`src/verilog/dcs_pkg.sv`:
```
package dcs_pkg;

  // ****************************************************************
  // Register map, word offsets on the plain register port.
  // ****************************************************************
  localparam logic [3:0] REG_CMD    = 4'h0; // Command issue, write only.
  localparam logic [3:0] REG_KEY    = 4'h1; // Key code entry buffer.
  localparam logic [3:0] REG_PTYPE  = 4'h2; // Pulse input type.
  localparam logic [3:0] REG_MODE   = 4'h3; // Control mode select.
  localparam logic [3:0] REG_STATUS = 4'h4; // Block state, read only.

  // ****************************************************************
  // Command register fields and opcodes.
  // ****************************************************************
  localparam int CMD_OP_LSB  = 0;
  localparam int CMD_ARG_LSB = 4;
  localparam int CMD_HAS_ARG = 8;

  localparam logic [3:0] OP_PAUSE   = 4'h1;
  localparam logic [3:0] OP_RESUME  = 4'h2;
  localparam logic [3:0] OP_KEY     = 4'h3;
  localparam logic [3:0] OP_STORE   = 4'h4;
  localparam logic [3:0] OP_UPLOAD  = 4'h5;
  localparam logic [3:0] OP_SAVE    = 4'h6;
  localparam logic [3:0] OP_DELETE  = 4'h7;
  localparam logic [3:0] OP_CALL    = 4'h8;

  // ****************************************************************
  // Status register fields.
  // ****************************************************************
  localparam int ST_PAUSED  = 0;
  localparam int ST_LOCKED  = 1;
  localparam int ST_PROTECT = 2;
  localparam int ST_FULL    = 3;
  localparam int ST_EMPTY   = 4;
  localparam int ST_DEPTH   = 5;
  localparam int ST_REFUSED = 8;
  localparam int ST_BADARG  = 9;

  // ****************************************************************
  // Pulse types, modes, key and segment limits.
  // ****************************************************************
  localparam logic [2:0] PT_STEP_DIR  = 3'h0;
  localparam logic [2:0] PT_CW_CCW    = 3'h1;
  localparam logic [2:0] PT_AB_QUAD   = 3'h2;
  localparam logic [2:0] PT_STEP_NDIR = 3'h4;
  localparam logic [2:0] PT_BA_QUAD   = 3'h6;
  localparam logic [2:0] PT_RESET     = 3'h0;

  localparam logic [3:0] MODE_PULSE_FOLLOW = 4'h7;
  localparam logic [3:0] MODE_RESET        = 4'h0;

  // Default key "1234", first character in the low byte.
  localparam logic [31:0] KEY_DEFAULT = 32'h3433_3231;

  localparam logic [3:0] SEG_MIN    = 4'h1;
  localparam logic [3:0] SEG_MAX    = 4'hc;
  localparam logic [5:0] LINE_FIRST = 6'h01;
  localparam int         STACK_DEPTH = 5;

  // ****************************************************************
  // Types.
  // ****************************************************************
  typedef enum logic [1:0] {
    LK_BOOT,
    LK_LOCKED,
    LK_OPEN
  } dcs_lock_e;

  typedef struct packed {
    logic [3:0] seg;
    logic [5:0] line;
  } dcs_frame_s;

  typedef struct packed {
    logic        store;
    logic        erase_all;
    logic        seg_erase;
    logic [3:0]  seg;
    logic [31:0] key;
    logic [2:0]  ptype;
  } dcs_nv_req_s;

  typedef struct packed {
    logic       valid;
    logic [3:0] seg;
    logic [5:0] line;
  } dcs_seg_load_s;

  // True when one key character is A-Z, a-z or 0-9.
  function automatic logic key_char_ok(input logic [7:0] c);
    key_char_ok = (c >= 8'h30 && c <= 8'h39) ||
                  (c >= 8'h41 && c <= 8'h5a) ||
                  (c >= 8'h61 && c <= 8'h7a);
  endfunction

endpackage

```
`src/verilog/dcs_call_stack.sv`:
```
`timescale 1ns/1ns
module dcs_call_stack (
  input  wire logic                clk,
  input  wire logic                nrst,
  input  wire logic                ce,
  input  wire logic                push,
  input  wire logic                pop,
  input  wire dcs_pkg::dcs_frame_s push_data,
  output dcs_pkg::dcs_frame_s      top_q,
  output logic                     full,
  output logic                     empty,
  output logic [2:0]               depth_q
);

  // ****************************************************************
  // Frame storage.
  // ****************************************************************
  dcs_pkg::dcs_frame_s mem_q [dcs_pkg::STACK_DEPTH];
  logic [2:0]          depth_d;
  logic                do_push;
  logic                do_pop;

  // Full and empty guard the stack against overflow and underflow.
  assign full    = (depth_q == 3'(dcs_pkg::STACK_DEPTH));
  assign empty   = (depth_q == 3'h0);
  assign do_push = push && !full;
  assign do_pop  = pop && !empty && !push;
  assign depth_d = do_push ? depth_q + 3'h1 :
                   do_pop  ? depth_q - 3'h1 : depth_q;

  // Depth count and frame writes; the top frame is read from a register.
  always_ff @(posedge clk) begin
    if (!nrst) begin
      depth_q <= 3'h0;
      top_q   <= '0;
    end else if (ce) begin
      depth_q <= depth_d;
      if (do_push) begin
        mem_q[depth_q] <= push_data;
      end
      // Top register always mirrors the newest frame on the stack.
      if (do_push) begin
        top_q <= push_data;
      end else if (do_pop) begin
        top_q <= (depth_q > 3'h1) ? mem_q[depth_q - 3'h2] : '0;
      end
    end
  end

endmodule // dcs_call_stack

```
`src/verilog/dcs_sequencer.sv`:
```
// Implementation choices: the strobed register port and the register offsets.
`timescale 1ns/1ns
module dcs_sequencer (
  input  wire logic                   clk,
  input  wire logic                   nrst,
  input  wire logic                   ce,
  input  wire logic [3:0]             addr,
  input  wire logic [31:0]            wdata,
  input  wire logic                   wr,
  input  wire logic                   rd,
  output logic [31:0]                 rdata_q,
  input  wire logic [31:0]            nv_key_in,
  input  wire logic [2:0]             nv_ptype_in,
  output dcs_pkg::dcs_nv_req_s        nv_req_q,
  output logic                        buf_exec_en,
  output logic                        buf_accept,
  input  wire logic [3:0]             cur_seg,
  input  wire logic [5:0]             cur_line,
  output dcs_pkg::dcs_seg_load_s      seg_load_q,
  output logic                        line_next_q,
  output logic                        upload_go_q,
  output logic                        save_go_q,
  input  wire logic                   pulse_a,
  input  wire logic                   pulse_b,
  output logic                        count_up_q,
  output logic                        count_dn_q
);

  // ****************************************************************
  // State.
  // ****************************************************************
  dcs_pkg::dcs_lock_e    lock_q;
  dcs_pkg::dcs_lock_e    lock_d;
  logic                  protect_q;
  logic                  paused_q;
  logic [31:0]           key_buf_q;
  logic [31:0]           pend_key_q;
  logic [31:0]           pend_key_d;
  logic [2:0]            ptype_q;
  logic [3:0]            mode_q;
  logic                  refused_q;
  logic                  badarg_q;
  logic                  pa_q;
  logic                  pb_q;
  dcs_pkg::dcs_frame_s   stk_top;
  logic                  stk_full;
  logic                  stk_empty;
  logic [2:0]            stk_depth;

  // ****************************************************************
  // Command decode.
  // ****************************************************************
  logic [3:0]  op;
  logic [3:0]  arg;
  logic        has_arg;
  logic        cmd_wr;
  logic        key_wr;
  logic        ptype_wr;
  logic        mode_wr;
  logic        is_key;
  logic        is_prot;
  logic        seg_ok;
  logic        key_chars_ok;
  logic        key_match;
  logic        key_dflt;
  logic        locked;
  logic        prot_refuse;
  logic        ptype_ok;
  logic        call_push;
  logic        call_pop;
  logic        key_refuse;
  logic        key_erase;
  logic [2:0]  new_ptype;

  // Field extraction and address decode of a register write.
  assign op       = wdata[dcs_pkg::CMD_OP_LSB +: 4];
  assign arg      = wdata[dcs_pkg::CMD_ARG_LSB +: 4];
  assign has_arg  = wdata[dcs_pkg::CMD_HAS_ARG];
  assign cmd_wr   = wr && (addr == dcs_pkg::REG_CMD);
  assign key_wr   = wr && (addr == dcs_pkg::REG_KEY);
  assign ptype_wr = wr && (addr == dcs_pkg::REG_PTYPE);
  assign mode_wr  = wr && (addr == dcs_pkg::REG_MODE);
  assign is_key   = cmd_wr && (op == dcs_pkg::OP_KEY);
  assign is_prot  = cmd_wr && ((op == dcs_pkg::OP_UPLOAD) ||
                               (op == dcs_pkg::OP_SAVE) ||
                               (op == dcs_pkg::OP_DELETE));
  assign seg_ok   = has_arg && (arg >= dcs_pkg::SEG_MIN) &&
                    (arg <= dcs_pkg::SEG_MAX);
  assign locked   = (lock_q != dcs_pkg::LK_OPEN);

  assign key_chars_ok = dcs_pkg::key_char_ok(key_buf_q[7:0]) &&
                        dcs_pkg::key_char_ok(key_buf_q[15:8]) &&
                        dcs_pkg::key_char_ok(key_buf_q[23:16]) &&
                        dcs_pkg::key_char_ok(key_buf_q[31:24]);
  assign key_match = (key_buf_q == nv_key_in);
  assign key_dflt  = (key_buf_q == dcs_pkg::KEY_DEFAULT);

  assign key_erase  = is_key && key_chars_ok && locked && !key_match &&
                      key_dflt;
  assign key_refuse = is_key && (!key_chars_ok ||
                      (locked && !key_match && !key_dflt));

  assign prot_refuse = is_prot && locked;

  assign new_ptype = wdata[2:0];
  assign ptype_ok  = (wdata[31:3] == 29'h0000_0000) &&
                     ((new_ptype == dcs_pkg::PT_STEP_DIR) ||
                      (new_ptype == dcs_pkg::PT_CW_CCW) ||
                      (new_ptype == dcs_pkg::PT_AB_QUAD) ||
                      (new_ptype == dcs_pkg::PT_STEP_NDIR) ||
                      (new_ptype == dcs_pkg::PT_BA_QUAD));

  // Calls beyond five deep are ignored.
  assign call_push = cmd_wr && (op == dcs_pkg::OP_CALL) && seg_ok &&
                     !stk_full;
  assign call_pop  = cmd_wr && (op == dcs_pkg::OP_CALL) && !has_arg &&
                     !stk_empty;

  // Queue always takes new commands; execution gated by pause.
  assign buf_accept  = 1'b1;
  assign buf_exec_en = !paused_q;

  // ****************************************************************
  // Lock state and pending key.
  // ****************************************************************
  // Lock state follows boot evaluation and key commands.
  always_comb begin
    lock_d     = lock_q;
    pend_key_d = pend_key_q;
    case (lock_q)
      // Power-up locks when stored key is not default.
      dcs_pkg::LK_BOOT: begin
        lock_d     = (nv_key_in == dcs_pkg::KEY_DEFAULT) ?
                     dcs_pkg::LK_OPEN : dcs_pkg::LK_LOCKED;
        pend_key_d = nv_key_in;
      end
      dcs_pkg::LK_LOCKED: begin
        if (is_key && key_chars_ok && (key_match || key_dflt)) begin
          lock_d     = dcs_pkg::LK_OPEN;
          pend_key_d = key_dflt ? dcs_pkg::KEY_DEFAULT : pend_key_q;
        end
      end
      dcs_pkg::LK_OPEN: begin
        // New key only pending until the store command.
        if (is_key && key_chars_ok) begin
          pend_key_d = key_buf_q;
        end
      end
      default: begin
        lock_d = dcs_pkg::LK_BOOT;
      end
    endcase
  end

  // Lock, protection, pause and configuration registers.
  always_ff @(posedge clk) begin
    if (!nrst) begin
      lock_q     <= dcs_pkg::LK_BOOT;
      protect_q  <= 1'b1;
      pend_key_q <= dcs_pkg::KEY_DEFAULT;
      paused_q   <= 1'b0;
      key_buf_q  <= 32'h0000_0000;
      ptype_q    <= dcs_pkg::PT_RESET;
      mode_q     <= dcs_pkg::MODE_RESET;
    end else if (ce) begin
      lock_q     <= lock_d;
      pend_key_q <= pend_key_d;
      // Default stored key leaves the program unprotected.
      if (lock_q == dcs_pkg::LK_BOOT) begin
        protect_q <= (nv_key_in != dcs_pkg::KEY_DEFAULT);
        ptype_q   <= nv_ptype_in;
      end else if (ptype_wr && ptype_ok) begin
        ptype_q <= new_ptype;
      end
      if (cmd_wr && (op == dcs_pkg::OP_PAUSE)) begin
        paused_q <= 1'b1;
      end else if (cmd_wr && (op == dcs_pkg::OP_RESUME)) begin
        paused_q <= 1'b0;
      end
      if (key_wr) begin
        key_buf_q <= wdata;
      end
      if (mode_wr) begin
        mode_q <= wdata[3:0];
      end
    end
  end

  // ****************************************************************
  // Command results: storage requests, program actions, segment flow.
  // ****************************************************************
  // Result flags of the last command and the one-cycle action pulses.
  always_ff @(posedge clk) begin
    if (!nrst) begin
      refused_q   <= 1'b0;
      badarg_q    <= 1'b0;
      nv_req_q    <= '0;
      upload_go_q <= 1'b0;
      save_go_q   <= 1'b0;
      seg_load_q  <= '0;
      line_next_q <= 1'b0;
    end else if (ce) begin
      if (cmd_wr || ptype_wr) begin
        refused_q <= prot_refuse || key_refuse || (ptype_wr && !ptype_ok);
        badarg_q  <= cmd_wr && (op == dcs_pkg::OP_DELETE) && !seg_ok;
      end
      // Store writes the pending key to storage.
      nv_req_q.store     <= cmd_wr && (op == dcs_pkg::OP_STORE);
      nv_req_q.key       <= pend_key_q;
      nv_req_q.ptype     <= ptype_q;
      nv_req_q.erase_all <= key_erase;
      // Segment delete of segments 1 to 12.
      nv_req_q.seg_erase <= is_prot && !locked &&
                            (op == dcs_pkg::OP_DELETE) && seg_ok;
      nv_req_q.seg       <= arg;
      // Protected operations and the key wipe depend on the lock.
      upload_go_q <= is_prot && !locked && (op == dcs_pkg::OP_UPLOAD);
      save_go_q   <= is_prot && !locked && (op == dcs_pkg::OP_SAVE);
      // Call loads line 1; return reloads the line after the caller.
      seg_load_q.valid <= call_push || call_pop;
      seg_load_q.seg   <= call_pop ? stk_top.seg : arg;
      seg_load_q.line  <= call_pop ? stk_top.line + 6'h01 :
                          dcs_pkg::LINE_FIRST;
      // Ignored call or return steps to the next line.
      line_next_q <= cmd_wr && (op == dcs_pkg::OP_CALL) &&
                     ((has_arg && !call_push) || (!has_arg && stk_empty));
    end
  end

  // ****************************************************************
  // Call stack.
  // ****************************************************************
  dcs_pkg::dcs_frame_s push_frame;

  // Frame pushed by a call: the position of the calling line.
  assign push_frame.seg  = cur_seg;
  assign push_frame.line = cur_line;

  dcs_call_stack u_stack (
    .clk       (clk),
    .nrst      (nrst),
    .ce        (ce),
    .push      (call_push),
    .pop       (call_pop),
    .push_data (push_frame),
    .top_q     (stk_top),
    .full      (stk_full),
    .empty     (stk_empty),
    .depth_q   (stk_depth)
  );

  // ****************************************************************
  // Pulse input decoding.
  // ****************************************************************
  logic a_rise;
  logic b_rise;
  logic q_move;
  logic q_fwd;
  logic dec_up;
  logic dec_dn;
  logic follow;

  assign follow = (mode_q == dcs_pkg::MODE_PULSE_FOLLOW);
  assign a_rise = pulse_a && !pa_q;
  assign b_rise = pulse_b && !pb_q;
  // Exactly one quadrature line changed; two at once is not counted.
  assign q_move = (pulse_a ^ pa_q) ^ (pulse_b ^ pb_q);
  assign q_fwd  = pulse_a ^ pb_q;

  always_comb begin
    dec_up = 1'b0;
    dec_dn = 1'b0;
    case (ptype_q)
      dcs_pkg::PT_STEP_DIR: begin
        dec_up = a_rise && !pulse_b;
        dec_dn = a_rise && pulse_b;
      end
      dcs_pkg::PT_STEP_NDIR: begin
        dec_up = a_rise && pulse_b;
        dec_dn = a_rise && !pulse_b;
      end
      dcs_pkg::PT_CW_CCW: begin
        dec_up = a_rise && !b_rise;
        dec_dn = b_rise && !a_rise;
      end
      dcs_pkg::PT_AB_QUAD: begin
        dec_up = q_move && q_fwd;
        dec_dn = q_move && !q_fwd;
      end
      dcs_pkg::PT_BA_QUAD: begin
        dec_up = q_move && !q_fwd;
        dec_dn = q_move && q_fwd;
      end
      default: begin
        dec_up = 1'b0;
        dec_dn = 1'b0;
      end
    endcase
  end

  // Counts only leave the block in pulse-follow mode.
  always_ff @(posedge clk) begin
    if (!nrst) begin
      pa_q       <= 1'b0;
      pb_q       <= 1'b0;
      count_up_q <= 1'b0;
      count_dn_q <= 1'b0;
    end else if (ce) begin
      pa_q       <= pulse_a;
      pb_q       <= pulse_b;
      count_up_q <= follow && dec_up;
      count_dn_q <= follow && dec_dn;
    end
  end

  // ****************************************************************
  // Register read port.
  // ****************************************************************
  logic [31:0] status_w;
  logic [31:0] rd_mux;

  assign status_w = {22'h00_0000, badarg_q, refused_q, stk_depth,
                     stk_empty, stk_full, protect_q, locked, paused_q};
  assign rd_mux = (addr == dcs_pkg::REG_KEY)    ? key_buf_q :
                  (addr == dcs_pkg::REG_PTYPE)  ? {29'h0, ptype_q} :
                  (addr == dcs_pkg::REG_MODE)   ? {28'h0, mode_q} :
                  (addr == dcs_pkg::REG_STATUS) ? status_w : 32'h0000_0000;

  // Read data stand in the cycle after the strobe only.
  always_ff @(posedge clk) begin
    if (!nrst) begin
      rdata_q <= 32'h0000_0000;
    end else if (ce) begin
      rdata_q <= rd ? rd_mux : 32'h0000_0000;
    end
  end

endmodule // dcs_sequencer
```
`config.mk`:
```
export PLATFORM = sky130hd
export DESIGN_NAME = dcs_sequencer
export DESIGN_NICKNAME = d
export VERILOG_FILES = /design/src/verilog/dcs_pkg.sv /design/src/verilog/dcs_call_stack.sv /design/src/verilog/dcs_sequencer.sv
export SDC_FILE = /design/constraint.sdc
export NUM_CORES = 1
export LEC_CHECK = 0
export ABC_CLOCK_PERIOD_IN_PS = 2800
export BUFFER_PORTS_ARGS = -buffer_cell sky130_fd_sc_hd__buf_2
export CAP_MARGIN = 30
export CORE_ASPECT_RATIO = 1.2
export CORE_UTILIZATION = 48
export CTS_CLUSTER_SIZE = 28
export DETAILED_ROUTE_END_ITERATION = 10
export GPL_ROUTABILITY_DRIVEN = 0
export HOLD_SLACK_MARGIN = 0.1
export PLACE_DENSITY = 0.82
export SYNTH_ARGS = -nofsm -noshare
export SYNTH_HDL_FRONTEND = slang
export SYNTH_SLANG_ARGS = --single-unit
```
`constraint.sdc`:
```
create_clock -name clk -period 2.8 [get_ports clk]
set_input_delay 0 -clock clk [delete_from_list [all_inputs] [get_ports clk]]
set_output_delay 0 -clock clk [all_outputs]
set_load 0.05 [all_outputs]
```
==> flow_metrics.env <==
export IMPL_status="complete, no violations"
export IMPL_ant_nets=0
export IMPL_area_growth_syn_to_layout_pct=25.68
export IMPL_pwr_share_comb_pct=23.6
export IMPL_p_seq_share_pct=40.8
export IMPL_crit_path_start_kind="flop"
export IMPL_synth_distinct_cells=73
export IMPL_placed_area_sq_um=12100
export IMPL_first_pass_iters=9
export IMPL_die_height_microns=167.9
export IMPL_synth_top_family_by_area="simple AND/OR/NAND/NOR gates"
export IMPL_max_slew_margin_pct=31.89
export IMPL_fmax_mhz=372.8
export IMPL_power_frac_clock_pct=35.6
export IMPL_routed_wl_microns=34550
export IMPL_drive_gt1_share_pct=20.25
export IMPL_end_kind="flop"
export IMPL_grt_ovfl_total=0
export IMPL_diodes=0
export IMPL_setup_viol=0
export IMPL_synth_compound_area_share_pct=16.28
export IMPL_chipWidth_microns=140.2
export IMPL_path_clk_slew_ns=0.06
export IMPL_die_area_sq_um=23540
export IMPL_start_util_pct=49.03
export IMPL_finalCritPeriodShare_pct=95.80
export IMPL_syn_inst=1139
export IMPL_tns_ns=0
export IMPL_synthTopCellsByArea="dfxtp_1, edfxtp_1, mux2i_1, nor2b_1, nand2_1"
export IMPL_yosysTopAreaCell="dfxtp_1"
export IMPL_antenna_found_initial=0
export IMPL_cts_root_buf="clkbuf_16"
export IMPL_synth_seq_area_share_pct=46.75
export IMPL_rsz0062_at_grt="false"
export IMPL_tightest_slew_ns=1.014
export IMPL_row_count=60
export IMPL_ys_ff_latch=232
export IMPL_clockBufferDepth=3
export IMPL_cts_tree="done"
export IMPL_synth_xor_area_share_pct=3.263
export IMPL_fin_skew_ns=0.01339
export IMPL_clock_latency_ns=0.52
export IMPL_ioPinCount=180
export IMPL_postLayoutCellArea_sq_um=13830
export IMPL_dr_first_iter_drc_count=1103
export IMPL_layout_min_cycle_time_ns=2.682
export IMPL_route_detailed_drc=0
export IMPL_syn_nets=1240
export IMPL_async_flop_share_pct=0
export IMPL_hold_viol=0
export IMPL_critPathArrivalTime_ns=3.14
export IMPL_p_leak_nw=5.438
export IMPL_cts_buffers=24
export IMPL_path_common_cell="buf_4"
export IMPL_ir_worst_vdd_mv=0.5619
export IMPL_final_max_slew_violation_count=0
export IMPL_cp_slowest_cell="or4_1"
export IMPL_htree_levels=1
export IMPL_dp_hpwl_microns=22250
export IMPL_avgSynthCellArea_sq_um=9.662
export IMPL_portBuffers=178
export IMPL_syn_area_sq_um=11010
export IMPL_power_density_nw_per_um2=692.7
export IMPL_worstSetupPathType="reg -> reg"
export IMPL_clock_sinks=232
export IMPL_vias_per_cell=5.992
export IMPL_grt_pass1_wl_microns=53330
export IMPL_wire_per_inst_microns=20.79
export IMPL_worstPathCellList="or3_1 -> or4_1 -> a32oi_1 -> nor4_4 -> buf_4 -> buf_4 -> nor2_2 -> o221a_1"
export IMPL_grt_max_degree=116
export IMPL_max_stage_delay_ns=0.41
export IMPL_cap_violations=0
export IMPL_grt_pass1_vias=9791
export IMPL_synth_edf_count=50
export IMPL_vias=9958
export IMPL_power_internal_mw=6.508
export IMPL_nNetsFinal=1466
export IMPL_synth_fa_ha_area_share_pct=1.478
export IMPL_hold_class="in -> reg"
export IMPL_synth_flop_cell="dfxtp_1"
export IMPL_core_area_sq_um=22450
export IMPL_sw_frac_of_total_pct=32.07
export IMPL_ys_warn_count=0
export IMPL_track_usage_pct=28.96
export IMPL_cp_max_fo=11
export IMPL_synth_simple_area_share_pct=17.84
export IMPL_synth_top_area_share_pct=33.11
export IMPL_synthMuxAreaShare_pct=8.981
export IMPL_cp_required_ns=3.25
export IMPL_p_sw_mw=3.073
layout make-up:
class                   count  area [sq um]
clock buffers              28         656.9
clock inverters            16         186.4
fillers                  1777          8615
inverters                  52         195.2
multi-input cells         759          5290
flip-flops and latches    232          5145
well taps                 279         349.1
repair buffers            296          2009
kinds of logic after synthesis:
kind of cell	Yosys count
compound gates	245
simple gates	372
mux	86
xor+xnor	41
other cells	1
fa+ha+maj	13
buf+inv	149
flops	232
cell usage after synthesis, types with 20 or more instances:
cell type,count
clkbuf_1,75
nand3_1,33
xnor2_1,40
mux2i_1,74
nor2_1,24
nand4_1,20
a22oi_1,23
o21ai_0,32
inv_1,52
nand2_1,131
a21boi_0,32
a21oi_1,56
o2111ai_1,25
edfxtp_1,50
dfxtp_1,182
nor2b_1,85
nor3_1,23
registers in the layout (all words and copies together), names as in the netlist, 2 cells and up:
register	count
u_stack.depth_q	3
u_stack.top_q	10
lock_q	2
nv_req_q	42
key_buf_q	32
pend_key_q	32
rdata_q	32
u_stack.mem_q	50
seg_load_q	11
ptype_q	3
mode_q	4
what timing repair did:
| action | CTS | global route |
|---|---|---|
| resized for setup | 0 | 1 |
| buffers inserted | 0 | 2 |
| endpoints found under the hold margin | 160 | 0 |
| endpoints found under the setup margin | 0 | 24 |
| hold buffers | 86 | 0 |
critical path: cells and delay by family (launching register included):
family,cells,cell delay [ns]
AND/OR/NAND/NOR,4,1.25
AO/OA/AOI/OAI,2,0.67
flip-flops,1,0.37
buffers and inverters,2,0.33
power by group through the flow:
stage | Sequential, mW | Combinational [mW] | Clock, mW
4_1_cts | 3.90 | 2.17 | 3.43
3_3_place_gp | 3.97 | 2.03 | 0
2_1_floorplan | 4.18 | 1.31 | 0
3_5_place_dp | 3.98 | 2.07 | 0
6_report | 3.91 | 2.26 | 3.41
5_1_grt | 3.94 | 2.41 | 3.58
layer usage:
layer | wire length [microns] | GRT usage (%) | up-vias
met3 | 3139 | 6.968 | 165
li1 | - | - | 4563
met2 | 16740 | 49.85 | 600
met5 | 0 | 0 | -
met4 | 1963 | 15.67 | 0
met1 | 12710 | 33.13 | 4630
per-stage QoR:
step	setup slack [ns]	hold WS, ns	std cells	utilization (%)	power (mW)
after floorplan	0.06152	0.09887	1139	-	5.492
after global placement	0.1423	0.2424	1529	53.91	5.999
after detailed placement	0.07336	0.2532	1529	53.91	6.049
after CTS	0.07146	0.1069	1659	61.50	9.508
after global routing	0.01954	0.1363	1662	61.62	9.926
final	0.1175	0.1220	1662	61.62	9.581
cells in the final DEF (no fill, tap or decap), types with 6 or more instances in the layout:
| master | n |
|---|---|
| buf_2 | 176 |
| nor3_1 | 22 |
| o21ai_0 | 32 |
| o211a_1 | 7 |
| mux2i_1 | 74 |
| o221ai_1 | 13 |
| a21boi_0 | 32 |
| nor2_1 | 22 |
| o221a_2 | 6 |
| nor4_1 | 11 |
| inv_1 | 52 |
| buf_4 | 33 |
| nand3b_1 | 7 |
| xnor2_1 | 40 |
| clkbuf_16 | 25 |
| a22oi_1 | 23 |
| dlygate4sd3_1 | 86 |
| nand3_1 | 33 |
| a21oi_1 | 56 |
| a222oi_1 | 8 |
| nand4_1 | 20 |
| ha_1 | 13 |
| edfxtp_1 | 50 |
| dfxtp_1 | 182 |
| nor2b_1 | 85 |
| nand2_1 | 131 |
| o221a_1 | 6 |
| o2111ai_1 | 25 |
| mux4_2 | 10 |
path summary, 6_finish.rpt:
| check | slack (ns) | end | start | cells past startpoint |
|---|---|---|---|---|
| hold / removal | 0.12 | refused_q | addr[1] | 4 |
| setup / recovery | 0.12 | pend_key_q[14] | key_buf_q[31] | 8 |
| hold reg to reg | 0.47 | pend_key_q[19] | pend_key_q[19] | 2 |
| setup reg to reg | 0.12 | pend_key_q[14] | key_buf_q[31] | 8 |
Note: power is estimated with default switching activity, not from simulation.
